$ cat src/rtl/esci_pkg.sv
// package: constants, register map and carrier types for the external stop control inputs
package esci_pkg;
    // clock and timing
    localparam int          CLK_MHZ            = 100;
    localparam int          TICK_US            = 1000;
    localparam int          TICK_CYC           = TICK_US * CLK_MHZ;
    localparam int          IHALT_MIN_MS       = 50;
    localparam int          FCLR_LEAD_MS       = 1;
    // error codes reported to software
    localparam logic [15:0] ERR_NONE           = 16'h0000;
    localparam logic [15:0] ERR_HALT_OPEN      = 16'h2008;
    localparam logic [15:0] ERR_NO_CONTINUE    = 16'h27a8;
    // register byte offsets
    localparam logic [3:0]  REG_CTRL           = 4'h0;
    localparam logic [3:0]  REG_STATUS         = 4'h4;
    localparam logic [3:0]  REG_ERROR          = 4'h8;
    localparam logic [3:0]  REG_INPUTS         = 4'hc;
    // control field positions
    localparam int          CTRL_STEP_DONE     = 0;
    localparam int          CTRL_DECEL_DONE    = 1;
    localparam int          CTRL_CONT_PERMIT   = 2;
    localparam int          CTRL_SKIP_REGION   = 3;
    localparam int          CTRL_MOTION_CMD    = 4;
    localparam int          CTRL_FAIL_SET      = 5;
    localparam int          CTRL_PEND_REQ      = 6;
    localparam logic [31:0] CTRL_RST           = 32'h0000_0000;
    // number of discrete inputs
    localparam int          N_IN               = 9;

    // input bit order
    typedef struct packed {
        logic motion_halt;
        logic step_halt;
        logic instant_halt;
        logic failure_clear;
        logic motion_skip;
        logic resume_halted;
        logic prog_start;
        logic prep_start;
        logic prep_bits;
    } esci_in_t;

    // program run states
    typedef enum logic [4:0] {
        ST_IDLE  = 5'b00001,
        ST_RUN   = 5'b00010,
        ST_DECEL = 5'b00100,
        ST_STEPH = 5'b01000,
        ST_INSTH = 5'b10000
    } esci_run_t;

    // outward status carrier
    typedef struct packed {
        logic motor_on;
        logic in_operation;
        logic ext_mode;
        logic failure;
        logic blocked;
        logic pendant_ok;
        logic skip_step;
        logic restart_top;
        logic resume;
    } esci_stat_t;
endpackage

$ cat src/rtl/esci_top.sv
// external stop control inputs: halt, failure clear, skip and resume handling
// Behaviour
// - halt open keeps robot stopped, motor off
// - halt open blocks operation, reports error 2008
// - halt open drops motor in every mode
// - halt open while running: decelerate, off, internal
// - halt open while halted: off, resume later
// - motion halt beats every other input
// - step halt edge stops after current step
// - step halt open at start: single step
// - pendant accepted only after halt edge
// - instant halt edge stops mid step
// - prep start with failure clear clears failure
// - failure clear masks prep start requests
// - skip in enabled region abandons step
// - skip makes start look momentarily open
// - resume input resumes halted program
// - resume input honoured in external mode only
// - resume not permitted raises error 27a8
// - start acts only on rising edge
//
// The placing of the registers and the Wishbone register port were chosen for this implementation.
`timescale 1ns/100ps
module esci_top #(
    parameter int HALT_MIN_CYC = esci_pkg::IHALT_MIN_MS * esci_pkg::TICK_CYC
) (
    // clock and reset
    input  wire logic                       CLK,
    input  wire logic                       RSTN,
    // discrete inputs, high means shorted
    input  wire logic [esci_pkg::N_IN-1:0]  IN_SHORTED,
    // wishbone slave
    input  wire logic                       WB_CYC_I,
    input  wire logic                       WB_STB_I,
    input  wire logic                       WB_WE_I,
    input  wire logic [3:0]                 WB_ADR_I,
    input  wire logic [3:0]                 WB_SEL_I,
    input  wire logic [31:0]                WB_DAT_I,
    output logic      [31:0]                WB_DAT_O,
    output logic                            WB_ACK_O,
    // status to the sequencer and the drive
    output esci_pkg::esci_stat_t            STATUS
);
    localparam int CW = $clog2(HALT_MIN_CYC + 1);

    typedef struct packed {
        esci_pkg::esci_in_t   prev;
        esci_pkg::esci_run_t  run;
        logic [31:0]          ctrl;
        logic [15:0]          err;
        logic                 single_step;
        logic                 halted_prog;
        logic [CW-1:0]        ih_cnt;
        logic                 ih_armed;
        logic [31:0]          dat;
        logic                 ack;
        esci_pkg::esci_stat_t stat;
    } esci_top_t;

    esci_top_t         st_r;
    esci_top_t         st_nxt;
    esci_pkg::esci_in_t in_s;
    logic [esci_pkg::N_IN-1:0] lvl;

    // pins pass four flops before any edge detection
    esci_sync #(
        .N (esci_pkg::N_IN)
    ) u_sync (
        .clk   (CLK),
        .rstn  (RSTN),
        .raw   (IN_SHORTED),
        .level (lvl)
    );
    assign in_s = esci_pkg::esci_in_t'(lvl);

    // edge events and next-state logic
    always_comb begin
        logic start_rise;
        logic step_fall;
        logic inst_fall;
        logic prep_rise;
        logic wr;
        logic rd_valid;
        logic err_new;
        start_rise = 1'b0;
        step_fall  = 1'b0;
        inst_fall  = 1'b0;
        prep_rise  = 1'b0;
        wr         = 1'b0;
        rd_valid   = 1'b0;
        err_new    = 1'b0;
        st_nxt     = st_r;
        st_nxt.prev = in_s;
        st_nxt.stat.skip_step   = 1'b0;
        st_nxt.stat.restart_top = 1'b0;
        st_nxt.stat.resume      = 1'b0;

        // skip forces start low so a held start yields a fresh edge later
        start_rise = in_s.prog_start && !st_r.prev.prog_start && !in_s.motion_skip;
        if (in_s.motion_skip) begin
            st_nxt.prev.prog_start = 1'b0;
        end
        step_fall = !in_s.step_halt && st_r.prev.step_halt;
        prep_rise = in_s.prep_start && !st_r.prev.prep_start;

        // instant halt counts only once held open long enough
        if (in_s.instant_halt) begin
            st_nxt.ih_cnt   = '0;
            st_nxt.ih_armed = st_r.prev.instant_halt || st_r.ih_armed;
        end else if (st_r.ih_cnt != CW'(HALT_MIN_CYC)) begin
            st_nxt.ih_cnt = st_r.ih_cnt + CW'(1);
        end
        inst_fall = !in_s.instant_halt && st_r.ih_armed
                    && st_r.ih_cnt == CW'(HALT_MIN_CYC - 1);

        if (!in_s.motion_halt) begin
            // highest priority: nothing else is looked at
            st_nxt.stat.motor_on = 1'b0;
            st_nxt.stat.blocked  = 1'b1;
            st_nxt.err           = esci_pkg::ERR_HALT_OPEN;
            if (st_r.run == esci_pkg::ST_RUN) begin
                st_nxt.run = esci_pkg::ST_DECEL;
                st_nxt.stat.motor_on = st_r.stat.motor_on;
            end else if (st_r.run == esci_pkg::ST_DECEL) begin
                st_nxt.stat.motor_on = st_r.stat.motor_on && !st_r.ctrl[esci_pkg::CTRL_DECEL_DONE];
                if (st_r.ctrl[esci_pkg::CTRL_DECEL_DONE]) begin
                    st_nxt.run = esci_pkg::ST_INSTH;
                    st_nxt.stat.ext_mode = 1'b0;
                    st_nxt.stat.in_operation = 1'b0;
                    st_nxt.halted_prog = 1'b1;
                end
            end else if (st_r.run != esci_pkg::ST_IDLE) begin
                st_nxt.halted_prog = 1'b1;
            end
        end else begin
            st_nxt.stat.blocked = 1'b0;
            if (st_r.err == esci_pkg::ERR_HALT_OPEN) begin
                st_nxt.err = esci_pkg::ERR_NONE;
            end
            if (st_r.run == esci_pkg::ST_DECEL) begin
                st_nxt.run = esci_pkg::ST_INSTH;
                st_nxt.stat.in_operation = 1'b0;
                st_nxt.halted_prog = 1'b1;
            end
            // failure recovery and preparation
            if (st_r.ctrl[esci_pkg::CTRL_FAIL_SET]) begin
                st_nxt.stat.failure = 1'b1;
                st_nxt.stat.motor_on = 1'b0;
            end else if (prep_rise && in_s.failure_clear) begin
                st_nxt.stat.failure = 1'b0;
            end
            if (prep_rise && !in_s.failure_clear && in_s.prep_bits && !st_r.stat.failure) begin
                st_nxt.stat.motor_on = 1'b1;
                st_nxt.stat.ext_mode = 1'b1;
            end
            // halt edges set pendant permission
            if (step_fall || inst_fall) begin
                st_nxt.stat.pendant_ok = 1'b1;
            end else if (start_rise) begin
                st_nxt.stat.pendant_ok = 1'b0;
            end
            case (st_r.run)
                esci_pkg::ST_IDLE, esci_pkg::ST_STEPH, esci_pkg::ST_INSTH: begin
                    if (start_rise && st_r.stat.motor_on && !st_r.stat.failure) begin
                        if (in_s.resume_halted && st_r.stat.ext_mode) begin
                            if (st_r.ctrl[esci_pkg::CTRL_CONT_PERMIT]) begin
                                st_nxt.run = esci_pkg::ST_RUN;
                                st_nxt.stat.resume = st_r.halted_prog;
                            end else begin
                                st_nxt.err = esci_pkg::ERR_NO_CONTINUE;
                                err_new    = 1'b1;
                            end
                        end else begin
                            st_nxt.run = esci_pkg::ST_RUN;
                            st_nxt.stat.resume = st_r.halted_prog;
                        end
                        st_nxt.single_step = !in_s.step_halt;
                    end
                    if (st_nxt.run == esci_pkg::ST_RUN) begin
                        st_nxt.stat.in_operation = 1'b1;
                        st_nxt.halted_prog = 1'b0;
                    end
                end
                esci_pkg::ST_RUN: begin
                    if (inst_fall) begin
                        st_nxt.run = esci_pkg::ST_INSTH;
                        st_nxt.stat.in_operation = 1'b0;
                        st_nxt.halted_prog = 1'b1;
                    end else if ((step_fall || st_r.single_step)
                                 && st_r.ctrl[esci_pkg::CTRL_STEP_DONE]) begin
                        st_nxt.run = esci_pkg::ST_STEPH;
                        st_nxt.stat.in_operation = 1'b0;
                        st_nxt.halted_prog = 1'b1;
                    end else if (step_fall) begin
                        st_nxt.single_step = 1'b1;
                    end
                    if (in_s.motion_skip && !st_r.prev.motion_skip
                        && st_r.ctrl[esci_pkg::CTRL_SKIP_REGION]
                        && st_r.ctrl[esci_pkg::CTRL_MOTION_CMD]) begin
                        st_nxt.stat.skip_step = 1'b1;
                    end
                end
                // halt shorted again mid deceleration: keep the program halted, not idle
                esci_pkg::ST_DECEL: begin
                    st_nxt.run = esci_pkg::ST_INSTH;
                end
                default: begin
                    st_nxt.run = esci_pkg::ST_IDLE;
                end
            endcase
            // skip lets a held start restart the selected program
            if (in_s.motion_skip && in_s.prog_start) begin
                st_nxt.stat.restart_top = 1'b1;
            end
        end
        // step-done and fail-set are one-shot command bits
        st_nxt.ctrl[esci_pkg::CTRL_STEP_DONE]  = 1'b0;
        st_nxt.ctrl[esci_pkg::CTRL_DECEL_DONE] = 1'b0;
        st_nxt.ctrl[esci_pkg::CTRL_FAIL_SET]   = 1'b0;

        // wishbone: ack one cycle after strobe, dropped the next cycle
        st_nxt.ack = WB_CYC_I && WB_STB_I && !st_r.ack;
        wr = st_nxt.ack && WB_WE_I;
        if (wr && WB_ADR_I == esci_pkg::REG_CTRL) begin
            for (int b = 0; b < 4; b++) begin
                if (WB_SEL_I[b]) begin
                    st_nxt.ctrl[b*8 +: 8] = WB_DAT_I[b*8 +: 8];
                end
            end
        end
        // a refusal raised in the same cycle wins over the software clear
        if (wr && WB_ADR_I == esci_pkg::REG_ERROR && WB_SEL_I[0]
            && in_s.motion_halt && !err_new) begin
            st_nxt.err = esci_pkg::ERR_NONE;
        end
        st_nxt.dat = 32'h0000_0000;
        if (st_nxt.ack && !WB_WE_I) begin
            rd_valid = 1'b1;
            case (WB_ADR_I)
                esci_pkg::REG_CTRL:   st_nxt.dat = st_r.ctrl;
                esci_pkg::REG_STATUS: st_nxt.dat = {18'h0, st_r.run, st_r.stat};
                esci_pkg::REG_ERROR:  st_nxt.dat = {16'h0, st_r.err};
                esci_pkg::REG_INPUTS: st_nxt.dat = {23'h0, lvl};
                default:              st_nxt.dat = 32'h0000_0000;
            endcase
        end
        if (!rd_valid) begin
            st_nxt.dat = 32'h0000_0000;
        end
    end

    // register all state
    always_ff @(posedge CLK) begin
        if (!RSTN) begin
            st_r      <= '0;
            st_r.run  <= esci_pkg::ST_IDLE;
            st_r.ctrl <= esci_pkg::CTRL_RST;
        end else begin
            st_r <= st_nxt;
        end
    end

    assign WB_DAT_O = st_r.dat;
    assign WB_ACK_O = st_r.ack;
    assign STATUS   = st_r.stat;
endmodule

$ cat src/rtl/esci_sync.sv
// three-stage input synchroniser with agreement filter
`timescale 1ns/100ps
module esci_sync #(
    parameter int N = 9
) (
    // clock and reset
    input  wire logic         clk,
    input  wire logic         rstn,
    // raw pins and filtered levels
    input  wire logic [N-1:0] raw,
    output logic      [N-1:0] level
);
    typedef struct packed {
        logic [N-1:0] s1;
        logic [N-1:0] s2;
        logic [N-1:0] s3;
        logic [N-1:0] lv;
    } esci_sync_t;

    esci_sync_t st_r;
    esci_sync_t st_nxt;

    // level moves only when stages two and three agree; stage one feeds stage two only
    always_comb begin
        st_nxt    = st_r;
        st_nxt.s1 = raw;
        st_nxt.s2 = st_r.s1;
        st_nxt.s3 = st_r.s2;
        for (int i = 0; i < N; i++) begin
            if (st_r.s2[i] == st_r.s3[i]) begin
                st_nxt.lv[i] = st_r.s3[i];
            end
        end
    end

    // register all state
    always_ff @(posedge clk) begin
        if (!rstn) begin
            st_r <= '0;
        end else begin
            st_r <= st_nxt;
        end
    end

    assign level = st_r.lv;
endmodule

$ cat config.mk
export PLATFORM = sky130hd
export DESIGN_NAME = esci_top
export DESIGN_NICKNAME = d
export VERILOG_FILES = /design/src/rtl/esci_pkg.sv /design/src/rtl/esci_top.sv /design/src/rtl/esci_sync.sv
export SDC_FILE = /design/constraint.sdc
export NUM_CORES = 1
export LEC_CHECK = 0
export BUFFER_PORTS_ARGS = -buffer_cell sky130_fd_sc_hd__buf_4
export CAP_MARGIN = 20
export CORE_MARGIN = 2
export CORE_UTILIZATION = 45
export DETAILED_ROUTE_END_ITERATION = 16
export PLACE_DENSITY_LB_ADDON = 0.1
export REMOVE_ABC_BUFFERS = 1
export SLEW_MARGIN = 15
export SYNTH_ARGS = -nofsm -noshare
export SYNTH_HDL_FRONTEND = slang
export SYNTH_SLANG_ARGS = --single-unit
$ cat constraint.sdc
create_clock -name CLK -period 3 [get_ports CLK]
set_clock_uncertainty 0.1 [all_clocks]
set_input_delay 0.15 -clock CLK [delete_from_list [all_inputs] [get_ports CLK]]
set_output_delay 0.15 -clock CLK [all_outputs]
set_load 0.005 [all_outputs]
==> flow_summary.ini, run 1 <==
[status]
outcome = finished clean

[worst_setup_path]
worst_setup_path_start_kind = flip-flop
path_class = flip-flop to flip-flop
critical-path-slowest-cell = sky130_fd_sc_hd__nor4_1
worst_path_largest_cell_delay_ns = 0.75
crit_path_cells = ha_1 -> inv_1 -> nor4_1 -> nand4_1 -> xor2_1 -> nor2_1
maximum_fanout_count_along_the_critical_path = 6
kind_of_end_point_of_the_critical_path = flip-flop
crit_required_ns = 3.18
critical_path_arrival_ns = 2.39

[clock_tree]
cts_root_buffer = sky130_fd_sc_hd__clkbuf_16
tritoncts_num_sinks = 162
post_cts_resized = 0
cts_htree_levels = 4
clk_latency_ns = 0.42
maximum_clock_insertion_buffer_count = 2
number_of_buffers_inserted_during_clock_tree_synthesis = 17
clk_transition_reported_paths_ns = 0.06
clock_tree_from_tritoncts = yes

[sta]
portion_of_the_clock_cycle_consumed_by_the_worst_path_in_the_final_layout = 0.7371
setup_viol = 0
final_period_demand_of_the_worst_path_ns = 2.211
worst_case_setup_margin_in_the_final_layout_ns = 0.7886
grt_setup_unrepaired = no
slew-limit-headroom = 0.4202
worstMarginPinSlew_ns = 0.8697
tns_ns = 0
slew_violations = 0
fmax_mhz = 452.2
report.final.hold_viol_count = 0

[layout]
antennaDiodeCount = 0
fin_area_mm2 = 0.008066
area_delta_synth_final_pct = 27.31
num-nets-final = 854
ratio_of_cells_with_drive_above_1_in_the_final_layout = 0.1757
final.fill_count = 1225

[job]
max_cap_viol_count = 0

[route]
post-route-drc-count = 0
drt_iter0_drc = 355
postRouteAntennaNets = 0
detail_route.vias_per_cell = 5.175
detail_route.wirelength_mm = 14.62
post_drt_wl_per_cell_um = 14.79
dr.pass1.iters = 8
num_vias = 5113

[die]
die-width_um = 122.7
floorplan.die.height_um = 122.7
design.portCount = 96
fp.coreArea_mm2 = 0.01383
rows = 43
floorplan.die_area_mm2 = 0.01505
start_util = 0.4582

[place]
port-buffer-count = 95
dp_hpwl_mm = 9.468
routabilityCongestion = 0.8203
postPlaceCellArea_mm2 = 0.006860
dp_slack_ns = 0.8389

[synthesis]
netlist-cell-type-count = 52
synth_seq_area_share = 0.5118
synth_enable_flop_cells = 0
synthDominantCellAreaShare = 0.5118
syn_area_mm2 = 0.006336
postSynthAreaPerCell_um2 = 9.169
synthArstFlopShare = 0
cell_type_contributing_the_most_total_cell_area_after_synthesis = sky130_fd_sc_hd__dfxtp_1
yosysWarningCount = 0
synth_top_cells_by_area = sky130_fd_sc_hd__dfxtp_1 51%, sky130_fd_sc_hd__and2_1 5.5%, sky130_fd_sc_hd__buf_4 4.9%
syn_inst = 691
ys_ff_latch = 162
synth_flop_cell = sky130_fd_sc_hd__dfxtp_1

[global_route]
via_count_of_the_first_global_routing_pass = 4805
grt_pass1_wl_mm = 23.71
grt.total_usage = 0.2014
grt_residual_overflow = 0
largest_net_degree_at_the_start_of_global_routing = 50
grt_antenna_before_repair = 0

[worst_hold_path]
hp-class = input port to flip-flop

[power]
sequentialPowerShare = 0.493
irDropWorstVdd_v = 0.0003343
power_per_cell_area_mw_per_mm2 = 549.7
internal_power_mw = 3.513
total_power_mw = 4.434
power.static_leakage_nw = 3.025
power_frac_comb = 0.042
power_frac_clock = 0.465
switchingPower_mw = 0.9207
p_sw_frac = 0.2076
[cells by family after synthesis]
group,after synthesis,synth area share
xor+xnor,22,0.03041
fa+ha+maj,2,0.003949
simple gates,289,0.2480
buf+inv,90,0.08175
flops,162,0.5118
compound gates,119,0.1122
mux,7,0.01185
[power by group through the flow]
stage          clock network (mW)  logic, mW  registers [mW]
4_1_cts                      2.10      0.186            2.19
3_5_place_dp                    0      0.143            2.23
5_1_grt                      2.20      0.203            2.19
3_3_place_gp                    0      0.139            2.23
2_1_floorplan                   0     0.0485            2.23
6_report                     2.06      0.187            2.19
[layout by cell type, fill, tap and decap left out, drive strengths merged, types with 6 or more instances in the layout]
cell type	n
mux2i	6
and4	7
inv	12
o21ai	24
nand4	11
nand3	43
buf	103
a22oi	21
nor4	9
clkbuf	20
nand2	64
and3	11
dlygate4sd3	65
a21oi	56
nor4b	9
dfxtp	162
nor2	51
xor2	18
and2	56
[synthesized netlist by cell type, types with 3 or more instances]
master                     number
sky130_fd_sc_hd__nand4_1       11
sky130_fd_sc_hd__nor3b_1        4
sky130_fd_sc_hd__and4_1         7
sky130_fd_sc_hd__a21oi_1       56
sky130_fd_sc_hd__buf_2          3
sky130_fd_sc_hd__buf_6          3
sky130_fd_sc_hd__mux2i_1        6
sky130_fd_sc_hd__nor3_1         3
sky130_fd_sc_hd__inv_1         10
sky130_fd_sc_hd__and3_1        10
sky130_fd_sc_hd__xnor2_1        4
sky130_fd_sc_hd__xor2_1        18
sky130_fd_sc_hd__buf_4         41
sky130_fd_sc_hd__a31oi_1        5
sky130_fd_sc_hd__a222oi_1       5
sky130_fd_sc_hd__a22oi_1       21
sky130_fd_sc_hd__nor4b_1        8
sky130_fd_sc_hd__clkbuf_1      31
sky130_fd_sc_hd__nand2_1       64
sky130_fd_sc_hd__or3_1          4
sky130_fd_sc_hd__and2_1        56
sky130_fd_sc_hd__nand3_1       43
sky130_fd_sc_hd__nor4_1         7
sky130_fd_sc_hd__nor2_1        51
sky130_fd_sc_hd__o21ai_0       24
sky130_fd_sc_hd__nand2b_1       3
sky130_fd_sc_hd__dfxtp_1      162
sky130_fd_sc_hd__nor2b_1        3
[cell type report]
type,count,area [um^2],area share
Clock buffer,20,446.7,0.05537
Tap cell,180,225.2,0.02792
Clock inverter,9,108.9,0.01349
Multi-Input combinational cell,439,2581,0.3200
Sequential cell,162,3243,0.4020
Inverter,10,37.54,0.004653
Timing Repair Buffer,168,1424,0.1765
[state kept, by name (all words and copies together) (netlist names)]
signal,flops
u_sync.st_r,9
WB_ACK_O,1
u_sync.st_nxt,18
STATUS,9
u_sync.level,9
st_r,84
WB_DAT_O,32
[metal layers]
metal | up-vias | GRT usage | routed length [um] | share of wire
li1 | 2569 | - | - | -
met1 | 2366 | 0.2791 | 7005 | 0.48
met2 | 162 | 0.3035 | 6466 | 0.44
met3 | 16 | 0.05251 | 936 | 0.064
met4 | 0 | 0.06897 | 206 | 0.014
met5 | - | 0 | 0 | 0
[path summary, 6_finish.rpt]
path                                       startpoint                     end  slack [ns]  cells after the start
worst max-delay path            st_r[44]$_SDFFE_PP0P_   st_r[63]$_SDFFE_PP0P_        0.79                      6
worst min-delay path                             RSTN  STATUS[3]$_SDFFE_PN0P_        0.09                      3
worst max register to register  st_r[44]$_SDFFE_PP0P_   st_r[63]$_SDFFE_PP0P_        0.79                      6
worst min register to register   st_r[125]$_SDFF_PN0_    STATUS[2]$_SDFF_PN0_        0.31                      1
[per-stage QoR]
stage	cells	util	hold slack, ns
CTS	988	0.5834	0.07206
floorplan	611	-	0.1717
detailed placement	894	0.4962	0.2608
finish	988	0.5834	0.08619
global placement	894	0.4962	0.2574
global route	988	0.5834	0.1061
[worst max-delay path: cells and delay by family (launching register included)]
kind,cells,cell delay [ns]
and+or+nand+nor,3,1.00
DFF,1,0.39
adders and majority gates,1,0.30
xor gates and xnor gates,1,0.18
buffers and inverters,1,0.11
[repair_timing]
action / CTS / global route
endpoints found under the hold margin: 41 / 0
setup buffers: 0 / 0
hold buffers: 65 / 0
setup endpoints to repair: 0 / 0
Note: power is estimated with default switching activity, not from simulation.
==> run 2, diff against run 1 <==
==> constraint.sdc (replaced) <==
create_clock -name CLK -period 1.95 [get_ports CLK]
set_clock_uncertainty 0.1 [all_clocks]
set_input_delay 0.0975 -clock CLK [delete_from_list [all_inputs] [get_ports CLK]]
set_output_delay 0.0975 -clock CLK [all_outputs]
set_load 0.005 [all_outputs]
==> run 2 against run 1 <==
Against the previous run: die area unchanged; power is 53% higher; fmax grew 21%; critical endpoint is now st_r[67]$_SDFFE_PN0P_; via count grew 1.3%; critical path depth decreased by 1.
==> flow_summary.ini, run 2 (same netlist as run 1, synthesis figures left out) <==
[status]
outcome = finished clean

[clock_tree]
cts_post_setup_buffers_inserted = 0
clk_latency_ns = 0.42
clk_transition_reported_paths_ns = 0.06
tritoncts_num_sinks = 162
maximum_clock_insertion_buffer_count = 2
number_of_buffers_inserted_during_clock_tree_synthesis = 17
cts_root_buffer = sky130_fd_sc_hd__clkbuf_16
clock_tree_from_tritoncts = yes
cts_htree_levels = 4

[sta]
report.final.hold_viol_count = 0
final_period_demand_of_the_worst_path_ns = 1.835
setup_viol = 0
grt_setup_unrepaired = no
worstMarginPinSlew_ns = 0.4450
tns_ns = 0
portion_of_the_clock_cycle_consumed_by_the_worst_path_in_the_final_layout = 0.9408
slew-limit-headroom = 0.7034
hold_slack_ns = 0.04820
worst_case_setup_margin_in_the_final_layout_ns = 0.1154
slew_violations = 0
fmax_mhz = 545.1

[layout]
antennaDiodeCount = 0
largest_register = st_r
post-route-util = 0.5873
layout.cells.non_filler = 998
fin_area_mm2 = 0.008120
num-nets-final = 861
area_delta_synth_final_pct = 28.16
mostFrequentLayoutCell = sky130_fd_sc_hd__dfxtp_1
ratio_of_cells_with_drive_above_1_in_the_final_layout = 0.2200
flip_flop_count_of_the_largest_register_all_copies_and_words_added = 84
most-common-layout-cells = 160 x sky130_fd_sc_hd__dfxtp_1, 129 x sky130_fd_sc_hd__buf_4, 64 x sky130_fd_sc_hd__nand2_1, 56 x sky130_fd_sc_hd__a21oi_1, 56 x sky130_fd_sc_hd__and2_1

[route]
detail_route.wirelength_mm = 14.95
dr.pass1.iters = 7
post_drt_wl_per_cell_um = 14.98
drt_iter0_drc = 422
detail_route.vias_per_cell = 5.187
num_vias = 5177
post-route-drc-count = 0
postRouteAntennaNets = 0

[power]
power_per_cell_area_mw_per_mm2 = 837.9
total_power_mw = 6.804
power.static_leakage_nw = 3.163
irDropWorstVdd_v = 0.0005627

[worst_hold_path]
hold_path.startpoint = WB_CYC_I
worst_hold_path.num_cells = 4
hp-class = input port to flip-flop
timing.hold.worst_endpoint = WB_ACK_O$_SDFF_PN0_

[worst_setup_path]
critical_path_arrival_ns = 2.09
kind_of_end_point_of_the_critical_path = flip-flop
crit_required_ns = 2.20
r2r_start = st_r[120]$_SDFFE_PN0P_
timing.reg2reg.worst_path_depth = 5
timing.reg2reg.setup_slack_ns = 0.12
regToRegEndpoint = st_r[67]$_SDFFE_PN0P_
path_class = flip-flop to flip-flop
worst_setup_path_start_kind = flip-flop
maximum_fanout_count_along_the_critical_path = 9

[place]
postPlaceCellArea_mm2 = 0.007076
port-buffer-count = 95
numPlacedInstances = 921
dp_hpwl_mm = 10.32
dp_slack_ns = 0.06892
routabilityCongestion = 0.8387

[global_route]
via_count_of_the_first_global_routing_pass = 4914
grt_antenna_before_repair = 0
largest_net_degree_at_the_start_of_global_routing = 28
grt_pass1_wl_mm = 24.41
grt_residual_overflow = 0
grt.total_usage = 0.2090

[die]
die-width_um = 122.7
floorplan.die_area_mm2 = 0.01505
rows = 43
floorplan.die.height_um = 122.7
design.portCount = 96
start_util = 0.4582
fp.coreArea_mm2 = 0.01383

[job]
max_cap_viol_count = 0
==> run 2: how the worst max path moves through the flow <==
stage | startpoint | endpoint
finish | st_r[120]$_SDFFE_PN0P_ | st_r[67]$_SDFFE_PN0P_
global route | st_r[120]$_SDFFE_PN0P_ | st_r[72]$_SDFF_PP0_
CTS | st_r[119]$_SDFFE_PN0P_ | st_r[72]$_SDFF_PP0_
detailed placement | st_r[119]$_SDFFE_PN0P_ | st_r[72]$_SDFF_PP0_
global placement | st_r[119]$_SDFFE_PN0P_ | st_r[82]$_SDFF_PP0_
floorplan | WB_ADR_I[1] | st_r[86]$_SDFFE_PN0P_
==> run 2: worst max-delay path: stages (launching register included) <==
cell and delay [ns]:
sky130_fd_sc_hd__dfxtp_1 0.39, sky130_fd_sc_hd__or3_4 0.39, sky130_fd_sc_hd__or2_4 0.30, sky130_fd_sc_hd__and3_4 0.18, sky130_fd_sc_hd__mux2_4 0.26, sky130_fd_sc_hd__nor3_2 0.14
==> run 2: what timing repair did <==
item	in CTS	in global routing
setup endpoints to repair	0	14
gates resized for setup	0	9
hold endpoints to repair	45	0
hold buffers	45	0
==> run 2: layer usage <==
layer / vias to the layer above / part of all wire / global-route usage
met1: 2404 / 0.47 / 0.2914
met5: - / 0 / 0
met2: 179 / 0.45 / 0.3115
li1: 2575 / - / -
met3: 19 / 0.065 / 0.04647
met4: 0 / 0.017 / 0.08693
==> run 2: where the power goes <==
part,switching [mW],internal [mW]
sequential,0.0194,3.34
combinational,0.128,0.177
clock,1.36,1.77
total,1.51,5.29
==> run 2: area by class of cell <==
class                   instances  area (um^2)
clock buffers                  18        429.2
clock inverters                14        130.1
fillers                      1216         5707
inverters                      10        37.54
multi-input cells             439         2614
flip-flops and latches        162         3246
well taps                     180        225.2
repair buffers                175         1439
